**src/rtl/ssp_pkg.sv**
```systemverilog
// package: constants and register map for the synchronous serial port
// ----------------------------------------------------------------
// ----------------------------------------------------------------
package ssp_pkg;
    localparam logic [3:0] SSP_ADDR_CTRL = 4'h0;
    localparam logic [3:0] SSP_ADDR_STAT = 4'h4;
    localparam logic [3:0] SSP_ADDR_BUF = 4'h8;
    localparam logic [3:0] SSP_ADDR_DIV = 4'hC;
    // control fields
    localparam int SSP_CR_RUN = 0;
    localparam int SSP_CR_MODE_LO = 1;
    localparam int SSP_CR_ORDER = 3;
    localparam int SSP_CR_EDGE = 4;
    localparam int SSP_CR_CKS_LO = 5;
    // status fields
    localparam int SSP_SR_TBFL = 2;
    localparam int SSP_SR_UERR = 3;
    localparam int SSP_SR_REND = 4;
    localparam int SSP_SR_OERR = 5;
    localparam int SSP_SR_SEF = 6;
    localparam int SSP_SR_SIOF = 7;
    localparam logic [1:0] SSP_MODE_OFF = 2'h0;
    localparam logic [1:0] SSP_MODE_TX = 2'h1;
    localparam logic [1:0] SSP_MODE_RX = 2'h2;
    localparam logic [2:0] SSP_CKS_EXT = 3'h7;
    localparam logic [7:0] SSP_CTRL_RST = 8'h00;
    localparam logic [7:0] SSP_DIV_RST = 8'h03;
    localparam logic [2:0] SSP_LAST_BIT = 3'h7;
endpackage : ssp_pkg

```
**src/rtl/ssp_top.sv**
```systemverilog
// synchronous serial port, transmit-only and receive-only modes
//
// The Avalon-MM slave port and the placing of the registers were left to the implementer.
`timescale 1ns/1ps
module ssp_top (
    input wire logic clk,
    input wire logic reset_n,
    input wire logic [3:0] avs_address,
    input wire logic avs_read,
    input wire logic avs_write,
    input wire logic [31:0] avs_writedata,
    output logic [31:0] avs_readdata,
    output logic avs_waitrequest,
    input wire logic serial_clock_pin_i,
    output logic serial_clock_pin_o,
    output logic serial_clock_pin_oe,
    output logic data_out_pin,
    input wire logic data_in_pin,
    output logic serial_interrupt_request
);
    import ssp_pkg::*;

    // ----------------------------------------------------------------
    // types and state
    // ----------------------------------------------------------------
    typedef enum logic [2:0] {
        SSP_IDLE = 3'b001,
        SSP_SHIFT = 3'b010,
        SSP_WAIT = 3'b100
    } ssp_state_e;

    ssp_state_e state_reg, state_next;
    logic [7:0] serial_control_reg;
    logic [7:0] div_reg;
    logic [7:0] serial_data_buffer;
    logic [7:0] shift_reg;
    logic [2:0] bit_reg;
    logic [7:0] cnt_reg;
    logic sclk_int_reg;
    logic dout_reg;
    logic tbfl_reg, uerr_reg, rend_reg, oerr_reg, siof_reg;
    logic stop_pend_reg;
    logic irq_reg;
    logic rd_ack_reg;
    logic [31:0] rdata_reg;
    logic sck_s1_reg, sck_s2_reg, sck_s3_reg;
    logic din_s1_reg, din_s2_reg;

    // ----------------------------------------------------------------
    // decode
    // ----------------------------------------------------------------
    wire [1:0] mode_w = serial_control_reg[SSP_CR_MODE_LO +: 2];
    wire [2:0] cks_w = serial_control_reg[SSP_CR_CKS_LO +: 3];
    wire run_w = serial_control_reg[SSP_CR_RUN];
    wire order_w = serial_control_reg[SSP_CR_ORDER];
    wire edge_w = serial_control_reg[SSP_CR_EDGE];
    wire ext_w = (cks_w == SSP_CKS_EXT);
    wire is_tx = (mode_w == SSP_MODE_TX);
    wire is_rx = (mode_w == SSP_MODE_RX);
    wire shifting = (state_reg == SSP_SHIFT);
    wire wr_ctrl = avs_write && avs_address == SSP_ADDR_CTRL;
    wire wr_buf = avs_write && avs_address == SSP_ADDR_BUF;
    wire wr_div = avs_write && avs_address == SSP_ADDR_DIV;
    wire rd_go = avs_read && !rd_ack_reg;
    wire rd_stat = rd_go && avs_address == SSP_ADDR_STAT;
    wire rd_buf = rd_go && avs_address == SSP_ADDR_BUF;
    wire [1:0] new_mode = avs_writedata[SSP_CR_MODE_LO +: 2];
    wire new_run = avs_writedata[SSP_CR_RUN];
    wire abort_w = wr_ctrl && new_mode == SSP_MODE_OFF;
    wire start_w = wr_ctrl && new_run && !run_w && !siof_reg && new_mode != SSP_MODE_OFF;
    wire stop_w = wr_ctrl && !new_run && run_w && siof_reg;
    wire [7:0] sr_w = {siof_reg, shifting, oerr_reg, rend_reg, uerr_reg, tbfl_reg, 2'b00};

    // shift clock edges: internal divider or synchronised external pin
    wire tick_w = (cnt_reg == div_reg);
    wire ext_rise = sck_s2_reg && !sck_s3_reg;
    wire ext_fall = !sck_s2_reg && sck_s3_reg;
    wire int_rise = tick_w && !sclk_int_reg && shifting;
    wire int_fall = tick_w && sclk_int_reg && shifting;
    wire rise_w = ext_w ? ext_rise : int_rise;
    wire fall_w = ext_w ? ext_fall : int_fall;
    wire drive_edge = edge_w ? rise_w : fall_w;
    wire samp_edge = edge_w ? fall_w : rise_w;
    // external clock keeps counting in tx even with empty shifter
    wire tx_drive = is_tx && siof_reg && drive_edge && (shifting || ext_w);
    wire rx_samp = is_rx && shifting && samp_edge;
    wire byte_last = (bit_reg == SSP_LAST_BIT);
    wire tx_done = tx_drive && byte_last && shifting;
    wire rx_done = rx_samp && byte_last;
    wire underrun = tx_drive && !shifting;

    function automatic logic pick_out(input logic [7:0] d, input logic msb);
        pick_out = msb ? d[7] : d[0];
    endfunction : pick_out

    // ----------------------------------------------------------------
    // synchronisers
    // ----------------------------------------------------------------
    always_ff @(posedge clk or negedge reset_n) begin
        if (!reset_n) begin
            // idle-high reset avoids a false clock edge after reset
            sck_s1_reg <= 1'b1;
            sck_s2_reg <= 1'b1;
            sck_s3_reg <= 1'b1;
            din_s1_reg <= 1'b0;
            din_s2_reg <= 1'b0;
        end else begin
            sck_s1_reg <= serial_clock_pin_i;
            sck_s2_reg <= sck_s1_reg;
            sck_s3_reg <= sck_s2_reg;
            din_s1_reg <= data_in_pin;
            din_s2_reg <= din_s1_reg;
        end
    end

    // ----------------------------------------------------------------
    // control register and divider
    // ----------------------------------------------------------------
    always_ff @(posedge clk or negedge reset_n) begin
        if (!reset_n) begin
            serial_control_reg <= SSP_CTRL_RST;
            div_reg <= SSP_DIV_RST;
        end else if (abort_w) begin
            serial_control_reg <= SSP_CTRL_RST;
        end else if (wr_ctrl && siof_reg) begin
            serial_control_reg[SSP_CR_RUN] <= new_run;
        end else if (wr_ctrl) begin
            serial_control_reg <= avs_writedata[7:0];
        end else if (wr_div && !siof_reg) begin
            div_reg <= avs_writedata[7:0];
        end
    end

    // ----------------------------------------------------------------
    // state machine
    // ----------------------------------------------------------------
    always_comb begin
        state_next = state_reg;
        case (state_reg)
            SSP_IDLE: begin
                if (start_w && (new_mode == SSP_MODE_TX || new_mode == SSP_MODE_RX))
                    state_next = SSP_SHIFT;
            end
            SSP_SHIFT: begin
                if (tx_done && !tbfl_reg && (stop_pend_reg || !ext_w || !run_w))
                    state_next = stop_pend_reg ? SSP_IDLE : SSP_WAIT;
                else if (tx_done && !tbfl_reg)
                    state_next = SSP_WAIT;
                else if (rx_done)
                    state_next = (stop_pend_reg || (ext_w && !rend_reg)) ?
                        (stop_pend_reg ? SSP_IDLE : SSP_SHIFT) : SSP_WAIT;
            end
            SSP_WAIT: begin
                if (stop_w)
                    state_next = SSP_IDLE;
                else if (is_tx && wr_buf)
                    state_next = SSP_SHIFT;
                else if (is_rx && (rd_buf || ext_w))
                    state_next = SSP_SHIFT;
            end
            default: state_next = SSP_IDLE;
        endcase
        if (abort_w)
            state_next = SSP_IDLE;
    end

    always_ff @(posedge clk or negedge reset_n) begin
        if (!reset_n)
            state_reg <= SSP_IDLE;
        else
            state_reg <= state_next;
    end

    // ----------------------------------------------------------------
    // data path and flags
    // ----------------------------------------------------------------
    wire load_go = state_reg != SSP_SHIFT && state_next == SSP_SHIFT && is_tx
        || state_reg == SSP_IDLE && state_next == SSP_SHIFT && new_mode == SSP_MODE_TX;
    wire reload = tx_done && tbfl_reg;
    wire now_stopped = state_next == SSP_IDLE && state_reg != SSP_IDLE;
    wire tx_irq = (start_w && new_mode == SSP_MODE_TX) || reload
        || (is_tx && state_reg == SSP_WAIT && wr_buf && !stop_w)
        || (is_tx && now_stopped && !abort_w);
    wire rx_irq = rx_done;

    always_ff @(posedge clk or negedge reset_n) begin
        if (!reset_n) begin
            serial_data_buffer <= 8'h00;
            shift_reg <= 8'h00;
            bit_reg <= 3'h0;
        end else begin
            // first byte is written before the run bit, while mode may still be 00
            if (wr_buf && !is_rx)
                serial_data_buffer <= avs_writedata[7:0];
            else if (rx_done && !rend_reg)
                serial_data_buffer <= order_w ? {shift_reg[6:0], din_s2_reg} :
                    {din_s2_reg, shift_reg[7:1]};
            if (load_go || reload)
                shift_reg <= (wr_buf && state_reg != SSP_SHIFT) ? avs_writedata[7:0] :
                    serial_data_buffer;
            else if (tx_drive && shifting)
                shift_reg <= order_w ? {shift_reg[6:0], 1'b0} : {1'b0, shift_reg[7:1]};
            else if (rx_samp)
                shift_reg <= order_w ? {shift_reg[6:0], din_s2_reg} :
                    {din_s2_reg, shift_reg[7:1]};
            if (state_reg == SSP_IDLE || load_go || reload)
                bit_reg <= 3'h0;
            else if (rx_samp || (tx_drive && shifting))
                bit_reg <= bit_reg + 3'h1;
        end
    end

    always_ff @(posedge clk or negedge reset_n) begin
        if (!reset_n) begin
            tbfl_reg <= 1'b0;
            uerr_reg <= 1'b0;
            rend_reg <= 1'b0;
            oerr_reg <= 1'b0;
            siof_reg <= 1'b0;
            stop_pend_reg <= 1'b0;
        end else if (abort_w) begin
            {tbfl_reg, uerr_reg, rend_reg, oerr_reg, siof_reg, stop_pend_reg} <= 6'h00;
        end else begin
            if (start_w)
                siof_reg <= 1'b1;
            else if (now_stopped || (stop_w && state_reg != SSP_SHIFT))
                siof_reg <= 1'b0;
            if (stop_w && shifting)
                stop_pend_reg <= 1'b1;
            else if (state_reg == SSP_IDLE)
                stop_pend_reg <= 1'b0;
            if (is_tx && wr_buf && state_reg == SSP_SHIFT && !reload)
                tbfl_reg <= 1'b1;
            else if (reload || now_stopped)
                tbfl_reg <= 1'b0;
            if (underrun)
                uerr_reg <= 1'b1;
            else if (rd_stat)
                uerr_reg <= 1'b0;
            if (rx_done && rend_reg)
                oerr_reg <= 1'b1;
            else if (rd_stat)
                oerr_reg <= 1'b0;
            if (rx_done)
                rend_reg <= 1'b1;
            else if (rd_buf)
                rend_reg <= 1'b0;
        end
    end

    // ----------------------------------------------------------------
    // serial clock and data out
    // ----------------------------------------------------------------
    always_ff @(posedge clk or negedge reset_n) begin
        if (!reset_n) begin
            cnt_reg <= 8'h00;
            sclk_int_reg <= 1'b1;
            dout_reg <= 1'b1;
        end else begin
            cnt_reg <= (tick_w || !shifting) ? 8'h00 : cnt_reg + 8'h01;
            if (!shifting || ext_w)
                sclk_int_reg <= 1'b1;
            else if (tick_w)
                sclk_int_reg <= !sclk_int_reg;
            // internal clock: last bit stands until the clock has risen, then the line idles high; external clock: last bit is held
            if (abort_w || (state_reg != SSP_SHIFT && !ext_w && sclk_int_reg))
                dout_reg <= 1'b1;
            else if (tx_drive && shifting)
                dout_reg <= pick_out(shift_reg, order_w);
        end
    end

    // ----------------------------------------------------------------
    // bus slave and interrupt
    // ----------------------------------------------------------------
    always_ff @(posedge clk or negedge reset_n) begin
        if (!reset_n) begin
            rd_ack_reg <= 1'b0;
            rdata_reg <= 32'h0000_0000;
            irq_reg <= 1'b0;
        end else begin
            rd_ack_reg <= rd_go;
            irq_reg <= tx_irq || rx_irq;
            if (rd_go)
                case (avs_address)
                    SSP_ADDR_CTRL: rdata_reg <= {24'h0, serial_control_reg};
                    SSP_ADDR_STAT: rdata_reg <= {24'h0, sr_w};
                    SSP_ADDR_BUF: rdata_reg <= {24'h0, serial_data_buffer};
                    SSP_ADDR_DIV: rdata_reg <= {24'h0, div_reg};
                    default: rdata_reg <= 32'h0000_0000;
                endcase
        end
    end

    assign avs_waitrequest = avs_read && !rd_ack_reg;
    assign avs_readdata = rdata_reg;
    assign serial_clock_pin_o = sclk_int_reg;
    assign serial_clock_pin_oe = !ext_w;
    assign data_out_pin = dout_reg;
    assign serial_interrupt_request = irq_reg;

    // ----------------------------------------------------------------
    // checks
    // ----------------------------------------------------------------
    AST_IRQ_PULSE: assert property (@(posedge clk) disable iff (!reset_n)
        serial_interrupt_request |=> !serial_interrupt_request)
        else $error("interrupt longer than one cycle");
    AST_ABORT: assert property (@(posedge clk) disable iff (!reset_n)
        abort_w |=> (sr_w == 8'h00) && data_out_pin && !run_w)
        else $error("mode 00 did not clear");
    AST_UERR_CLR: assert property (@(posedge clk) disable iff (!reset_n)
        rd_stat && !underrun && !abort_w |=> !uerr_reg)
        else $error("status read kept underrun");
    AST_LOCK: assert property (@(posedge clk) disable iff (!reset_n)
        wr_ctrl && siof_reg && !abort_w |=> $stable(serial_control_reg[7:1]))
        else $error("settings changed while busy");
    AST_EXT_OE: assert property (@(posedge clk) disable iff (!reset_n)
        ext_w |-> !serial_clock_pin_oe)
        else $error("external clock pin driven");
    AST_START: assert property (@(posedge clk) disable iff (!reset_n)
        start_w && new_mode == SSP_MODE_TX |=> siof_reg && shifting ##1 !irq_reg)
        else $error("transmit start flags");
    AST_REND: assert property (@(posedge clk) disable iff (!reset_n)
        rx_done && !abort_w |=> rend_reg && irq_reg)
        else $error("receive done not flagged");
    AST_OVR: assert property (@(posedge clk) disable iff (!reset_n)
        rx_done && rend_reg && !abort_w |=> oerr_reg && $stable(serial_data_buffer))
        else $error("overrun handling");
endmodule : ssp_top

```
**config.mk**
```make
export PLATFORM = sky130hd
export DESIGN_NAME = ssp_top
export DESIGN_NICKNAME = d
export VERILOG_FILES = /design/src/rtl/ssp_pkg.sv /design/src/rtl/ssp_top.sv
export SDC_FILE = /design/constraint.sdc
export NUM_CORES = 1
export LEC_CHECK = 0
export BUFFER_PORTS_ARGS = -buffer_cell sky130_fd_sc_hd__buf_2
export CAP_MARGIN = 20
export CORE_MARGIN = 3
export CORE_UTILIZATION = 40
export CTS_CLUSTER_DIAMETER = 30
export CTS_CLUSTER_SIZE = 14
export DETAILED_ROUTE_END_ITERATION = 10
export GPL_ROUTABILITY_DRIVEN = 0
export PLACE_DENSITY = 0.6
export REMOVE_ABC_BUFFERS = 1
export SLEW_MARGIN = 20
export SYNTH_ARGS = -nofsm -noshare
export SYNTH_HDL_FRONTEND = slang
export SYNTH_SLANG_ARGS = --single-unit
```
**constraint.sdc**
```tcl
create_clock -name clk -period 3 [get_ports clk]
set_clock_uncertainty 0.15 [all_clocks]
set_input_delay 0.3 -clock clk [delete_from_list [all_inputs] [get_ports clk]]
set_output_delay 0.3 -clock clk [all_outputs]
set_load 0.02 [all_outputs]
```
==> results of run 1 <==
how the worst max path moves through the flow:
| stage | start | end | cells past startpoint |
|---|---|---|---|
| 4_1_cts | state_reg[2]$_DFF_PN0_ | serial_data_buffer[0]$_DFFE_PN0P_ | 8 |
| 3_5_place_dp | state_reg[2]$_DFF_PN0_ | serial_data_buffer[5]$_DFFE_PN0P_ | 8 |
| 5_1_grt | state_reg[2]$_DFF_PN0_ | serial_data_buffer[3]$_DFFE_PN0P_ | 8 |
| 2_1_floorplan | state_reg[1]$_DFF_PN0_ | serial_data_buffer[0]$_DFFE_PN0P_ | 7 |
| 3_3_place_gp | state_reg[2]$_DFF_PN0_ | serial_data_buffer[5]$_DFFE_PN0P_ | 8 |
| 6_report | div_reg[0]$_DFFE_PN1P_ | serial_data_buffer[7]$_DFFE_PN0P_ | 8 |
cell usage in the layout (no fill, tap or decap), types with 9 or more instances in the layout:
master,instances
nand2_1,22
nor2_1,36
nand3_1,9
clkbuf_8,9
buf_2,30
mux2_2,10
inv_1,11
buf_4,20
conb_1,24
nor3_1,14
xnor2_1,10
dfrtp_1,61
a21oi_1,24
mux2i_1,23
a22o_1,18
routing by layer:
layer / share of wire (%) / vias up / track usage (%)
li1: - / 1524 / -
met1: 46 / 1586 / 25.7
met2: 45 / 138 / 28.1
met3: 7.1 / 21 / 3.46
met4: 2.0 / 0 / 7.03
met5: 0 / - / 0
cells by family after synthesis:
| logic type | after synthesis |
|---|---|
| AND/OR/NAND/NOR | 127 |
| AO/OA/AOI/OAI | 86 |
| flip-flops | 69 |
| buffers and inverters | 53 |
| multiplexers | 47 |
| XOR/XNOR | 16 |
| adder cells (fa/ha/maj) | 5 |
| other | 1 |
power by group:
part | switching, uW | internal [uW]
Clock | 381 | 379
Combinational | 308 | 257
Sequential | 137 | 1040
Total | 826 | 1670
layout make-up:
cell class                      instances  area [sq um]  area share, %
Clock buffer                            9           124           2.63
Sequential cell                        69          1740           36.8
Clock inverter                          6          63.8           1.35
Multi-Input combinational cell        305          2240           47.5
Inverter                               12          45.0          0.955
Timing Repair Buffer                   53           340           7.21
Tap cell                              133           166           3.53
per-stage QoR:
| step | worst slack, ns | instances | total power [uW] | area [sq um] | hold WS [ns] |
|---|---|---|---|---|---|
| 2_1_floorplan | 0.148 | 386 | 1540 | 4020 | -0.146 |
| 3_3_place_gp | 0.157 | 568 | 1730 | 4490 | 0.186 |
| 3_5_place_dp | 0.125 | 568 | 1750 | 4490 | 0.188 |
| 4_1_cts | 0.0957 | 585 | 2520 | 4700 | 0.0181 |
| 5_1_grt | 0.00683 | 587 | 2620 | 4720 | 0.0633 |
| 6_report | 0.144 | 587 | 2500 | 4720 | -0.0107 |
repair_timing:
item / 4_1_cts / 5_1_grt
buffers inserted: 0 / 2
hold endpoints to repair: 2 / 0
hold buffers: 2 / 0
gates resized for setup: 0 / 0
endpoints found under the setup margin: 0 / 8
==> impl_results.md, run 1 <==
- Synth Register Bits: 69
- FFs w/ async S/R, synth: 100%
- Bufs on Longest Clock Path: 2
- Most frequent cell after synthesis: dfrtp_1
- Area growth syn-to-layout: 12.3%
- Leak pwr: roughly 0.0022 uW
- Clock transition at path regs: approximately 0.080 ns
- Power Dens Cells: 529 nW/um^2
- Number of global-route vias before repair: 3080
- Synth Area in Compound Gates: 14.9%
- Gate Count Post-Synth: 404
- Xor and xnor area share after synthesis: under 10%
- Tot GR Track Use: a little under a fifth
- Largest family of logic cells by synthesized area: simple AND/OR/NAND/NOR gates
- Clock root buffer: clkbuf_8
- Grt ovf: 0
- Die area: 11800 sq um
- Slowest Stage Delay on Critical Path: ~0.58 ns
- Top cell type's share of synthesized area: 36.3%
- Violated checks: negative hold slack
- Total I/O pin count: 79
- RSZ-0062 raised after global routing: no
- Final Setup Violations: 0
- R2R Path Start: div_reg[0]$_DFFE_PN1P_
- Top FF cell, synth: dfrtp_1
- Fillers: around 940
- Worst r2r path cells: 8
- Syn_area_per_cell: between 10 and 15 sq um
- Fin util: approximately 47%
- Antenna diodes: 0
- Synthesized cell area: ~4200 sq um
- Die W: between 100 and 150 um
- Worst Hold Class: primary input to async pin
- Antenna violations before repair: 0
- Post-synth EDFFs: 0
- HPWL after detailed placement: between 7000 and 8000 um
- Seq/Total Area, Yosys: approximately 41%
- CTS sink count: 69
- Top cells by count, synth: 61 x dfrtp_1, 36 x nor2_1, 26 x buf_4
- Critical Path AT: around 3.0 ns
- Fmax: about 350 MHz
- Worst path cell trace: xnor2_1 -> nand4_2 -> nor4_4 -> nor2_1 -> a2111oi_4 -> a22o_1 -> buf_12 -> mux2_4
- Initial Util: 42.0%
- First-pass GRT wire length: approximately 16000 um
- Worst reg2reg path endpoint: serial_data_buffer[7]$_DFFE_PN0P_
- Area leader, netlist: dfrtp_1
- Buffers added on ports: 30
- Die Y: approximately 110 um
- Share of cells above drive strength 1: around 24%
- Nets@finish: 497
- CP Max Fanout: 8
- Iteration-0 DRC Markers: about 220
- R2r setup slk: between 0.1 and 0.15 ns
- Final count of hold timing violations: 11
- Via/cell ratio: about 5.6
- Worst Tran Pin Value: 0.865 ns
- Largest net degree at the start of global routing: 70
- Worst skew pair latency: around 0.36 ns
- Max Cap Viol: 0
- Final Slew Violations: 0
- WP data required: approximately 3 ns
- Max-slew headroom: between 40% and 50%
- Peak supply drop: approximately 200 uV
- CP delay by family, top: simple AND/OR/NAND/NOR gates
- Status: finished, violations left
- Synth Area in Simple Gates: between 15 and 20%
- WL/cell: between 15 and 20 um
- Worst setup SP type: flip-flop
- Crit path kind: flip-flop to flip-flop
- WHS: -0.0107 ns
- Detailed Route WL: approximately 10000 um
- Critical Path Sink Type: flip-flop
- Post-Synth Adder-Cell Area: 1.49%
- Vias: around 3300
- Slowest-stage cell, CP: dfstp_2
- Post-route DRC: 0
- TritonCTS clock tree: yes
- CTS Buf Count: 9
- Core ar.: around 10000 sq um
- Final setup TNS: 0 ns
- Synth area leaders: dfrtp_1 36%, mux2i_1 5.5%, dfstp_2 5.0%, buf_4 4.6%, a22o_1 3.8%
- Count of cell types in the netlist: 67
- CTS H-Tree Depth: 3
- Drt pass-1 iters: 5
- CP Buf/Inv Count: 1
- Ys Warns: 0
- Tcrit/Tclk final: ~95%
- Minimum clock period after layout: between 2 and 3 ns
- Mux cell area share after synthesis: 14.2%
- Post-route ant nets: 0
- Row Count: 36
Note: power is estimated with default switching activity, not from simulation.
==> run 2, diff against run 1 <==
--- a/config.mk
+++ b/config.mk
@@ -5,7 +5,7 @@
 export SDC_FILE = /design/constraint.sdc
 export NUM_CORES = 1
 export LEC_CHECK = 0
-export BUFFER_PORTS_ARGS = -buffer_cell sky130_fd_sc_hd__buf_2
+export BUFFER_PORTS_ARGS = -buffer_cell sky130_fd_sc_hd__buf_4
 export CAP_MARGIN = 20
 export CORE_MARGIN = 3
 export CORE_UTILIZATION = 40
==> impl_results.md, run 2 (same netlist as run 1, synthesis figures left out) <==
- Fillers: about 970
- Worst Tran Pin Value: about 0.86 ns
- Power Dens Cells: between 500 and 600 nW/um^2
- Worst path cell trace: nor3b_4 -> nand2_2 -> nor4_4 -> nor3_2 -> a2111oi_4 -> a22o_1 -> buf_12 -> mux2_4
- Vias: 3245
- Final Slew Violations: 0
- Final Setup Violations: 0
- Worst reg2reg path endpoint: serial_data_buffer[1]$_DFFE_PN0P_
- Status: finished, final reports clean
- CTS sink count: 69
- WL/cell: roughly 18 um
- TritonCTS clock tree: yes
- Minimum clock period after layout: 2.86 ns
- R2r setup slk: about 0.14 ns
- Tot GR Track Use: around a fifth
- Detailed Route WL: 10500 um
- CP Capture Point: serial_data_buffer[1]$_DFFE_PN0P_
- Worst Hold Class: primary input to flip-flop
- Slowest-stage cell, CP: dfrtp_1
- Most common cell after layout, fill and taps aside: dfrtp_1
- Post-Place Cells: roughly 570
- CP Buf/Inv Count: 1
- Antenna diodes: 0
- Clock root buffer: clkbuf_8
- CP delay by family, top: simple AND/OR/NAND/NOR gates
- Post-cts sizing count: 0
- WHS: 0.0513 ns
- HPWL after detailed placement: between 7000 and 8000 um
- CTS Buf Count: 9
- Die W: 108 um
- Number of global-route vias before repair: approximately 3100
- Core ar.: about 10000 sq um
- Leak pwr: about 0.0022 uW
- Drt pass-1 iters: 5
- Die area: 11800 sq um
- RSZ-0062 raised after global routing: no
- Largest net degree at the start of global routing: 70
- Via/cell ratio: approximately 5.5
- WP data required: 3.08 ns
- Tcrit/Tclk final: 95.4%
- Crit path kind: flip-flop to flip-flop
- Share of cells above drive strength 1: a little under a quarter
- Max Cap Viol: 0
- Worst skew pair latency: roughly 0.36 ns
- R2R Path Start: state_reg[2]$_DFF_PN0_
- Peak supply drop: 264 uV
- Iteration-0 DRC Markers: approximately 260
- Antenna violations before repair: 0
- Die Y: about 110 um
- Fmax: around 350 MHz
- Critical Path Sink Type: flip-flop
- Nets@finish: ~500
- CP Max Fanout: 9
- Slowest Stage Delay on Critical Path: ~0.44 ns
- Final setup TNS: 0 ns
- Post-route ant nets: 0
- Cell count along the critical path: 8
- Post-Layout Cell Count: between 500 and 600
- Max-slew headroom: a little over two fifths
- First-pass GRT wire length: 16900 um
- Area growth syn-to-layout: 14.9%
- Initial Util: between 40% and 50%
- Critical path launch point: state_reg[2]$_DFF_PN0_
- Clock transition at path regs: approximately 0.080 ns
- Post-route DRC: 0
- Worst setup SP type: flip-flop
- Commonest cells after routing, fill and taps aside: 61 x dfrtp_1, 47 x buf_4, 36 x nor2_1
- CTS H-Tree Depth: 3
- Bufs on Longest Clock Path: 2
- Total I/O pin count: between 70 and 80
- Critical Path AT: approximately 3 ns
- Buffers added on ports: 30
- Worst r2r path cells: 8
- Grt ovf: 0
- Final count of hold timing violations: 0
- Row Count: 36
==> run 2: cell count changes in the layout (fill, tap and decap cells not counted), sizes merged <==
| cell | change |
|---|---|
| dlygate4sd3 | +1 |
| clkinv | -1 |
| clkinvlp | -1 |
| bufinv | +2 |
| buf | -3 |
==> run 2: how the worst min path moves through the flow <==
stage	start	cells past startpoint	end
3_5_place_dp	din_s1_reg$_DFF_PN0_	0	din_s2_reg$_DFF_PN0_
5_1_grt	avs_writedata[7]	2	serial_control_reg[7]$_DFFE_PN0P_
2_1_floorplan	reset_n	0	avs_readdata[0]$_DFFE_PN0P_
6_report	avs_writedata[7]	2	serial_control_reg[7]$_DFFE_PN0P_
3_3_place_gp	din_s1_reg$_DFF_PN0_	0	din_s2_reg$_DFF_PN0_
4_1_cts	avs_writedata[7]	2	serial_control_reg[7]$_DFFE_PN0P_
==> run 2: area by class of cell <==
| type | count | area (sq um) | share of cell area [%] |
|---|---|---|---|
| Clock buffer | 9 | 124 | 2.57 |
| Clock inverter | 6 | 111 | 2.31 |
| Inverter | 12 | 45.0 | 0.933 |
| Multi-Input combinational cell | 305 | 2240 | 46.4 |
| Sequential cell | 69 | 1740 | 36.0 |
| Tap cell | 133 | 166 | 3.45 |
| Timing Repair Buffer | 51 | 403 | 8.35 |
==> run 2: through the flow <==
stage	power, uW	utilization (%)	area, sq um	setup slack, ns
2_1_floorplan	1540	-	4020	0.148
3_3_place_gp	1740	45.5	4550	0.153
3_5_place_dp	1760	45.5	4550	0.138
4_1_cts	2700	48.2	4820	0.102
5_1_grt	2810	48.3	4830	0.00234
6_report	2690	48.3	4830	0.139
==> run 2: power breakdown <==
| part | total (uW) | switching [uW] | leakage [uW] | internal [uW] |
|---|---|---|---|---|
| registers | 1170 | 136 | 0.000902 | 1040 |
| logic | 576 | 308 | 0.00118 | 268 |
| clock network | 939 | 389 | 0.000116 | 549 |
==> run 2: metal layers <==
metal | part of all wire [%] | wire length [um] | track usage, % | up-vias
met3 | 6.3 | 660 | 3.04 | 19
met5 | 0 | 0 | 0 | -
met1 | 47 | 4870 | 27.3 | 1587
met4 | 1.6 | 168 | 7.12 | 0
li1 | - | - | - | 1518
met2 | 46 | 4770 | 28.5 | 121
==> run 2: what timing repair did <==
| item | 4_1_cts | 5_1_grt |
|---|---|---|
| hold buffers | 3 | 0 |
| buffers inserted | 0 | 1 |
| hold endpoints to repair | 63 | 0 |
| setup endpoints to repair | 0 | 8 |
==> run 2: worst register-to-register path: stages, from the launching register on <==
cell and delay (ns):
dfrtp_1 0.44, nor3b_4 0.42, nand2_2 0.16, nor4_4 0.37, nor3_2 0.11, a2111oi_4 0.37
a22o_1 0.27, buf_12 0.16, mux2_4 0.29
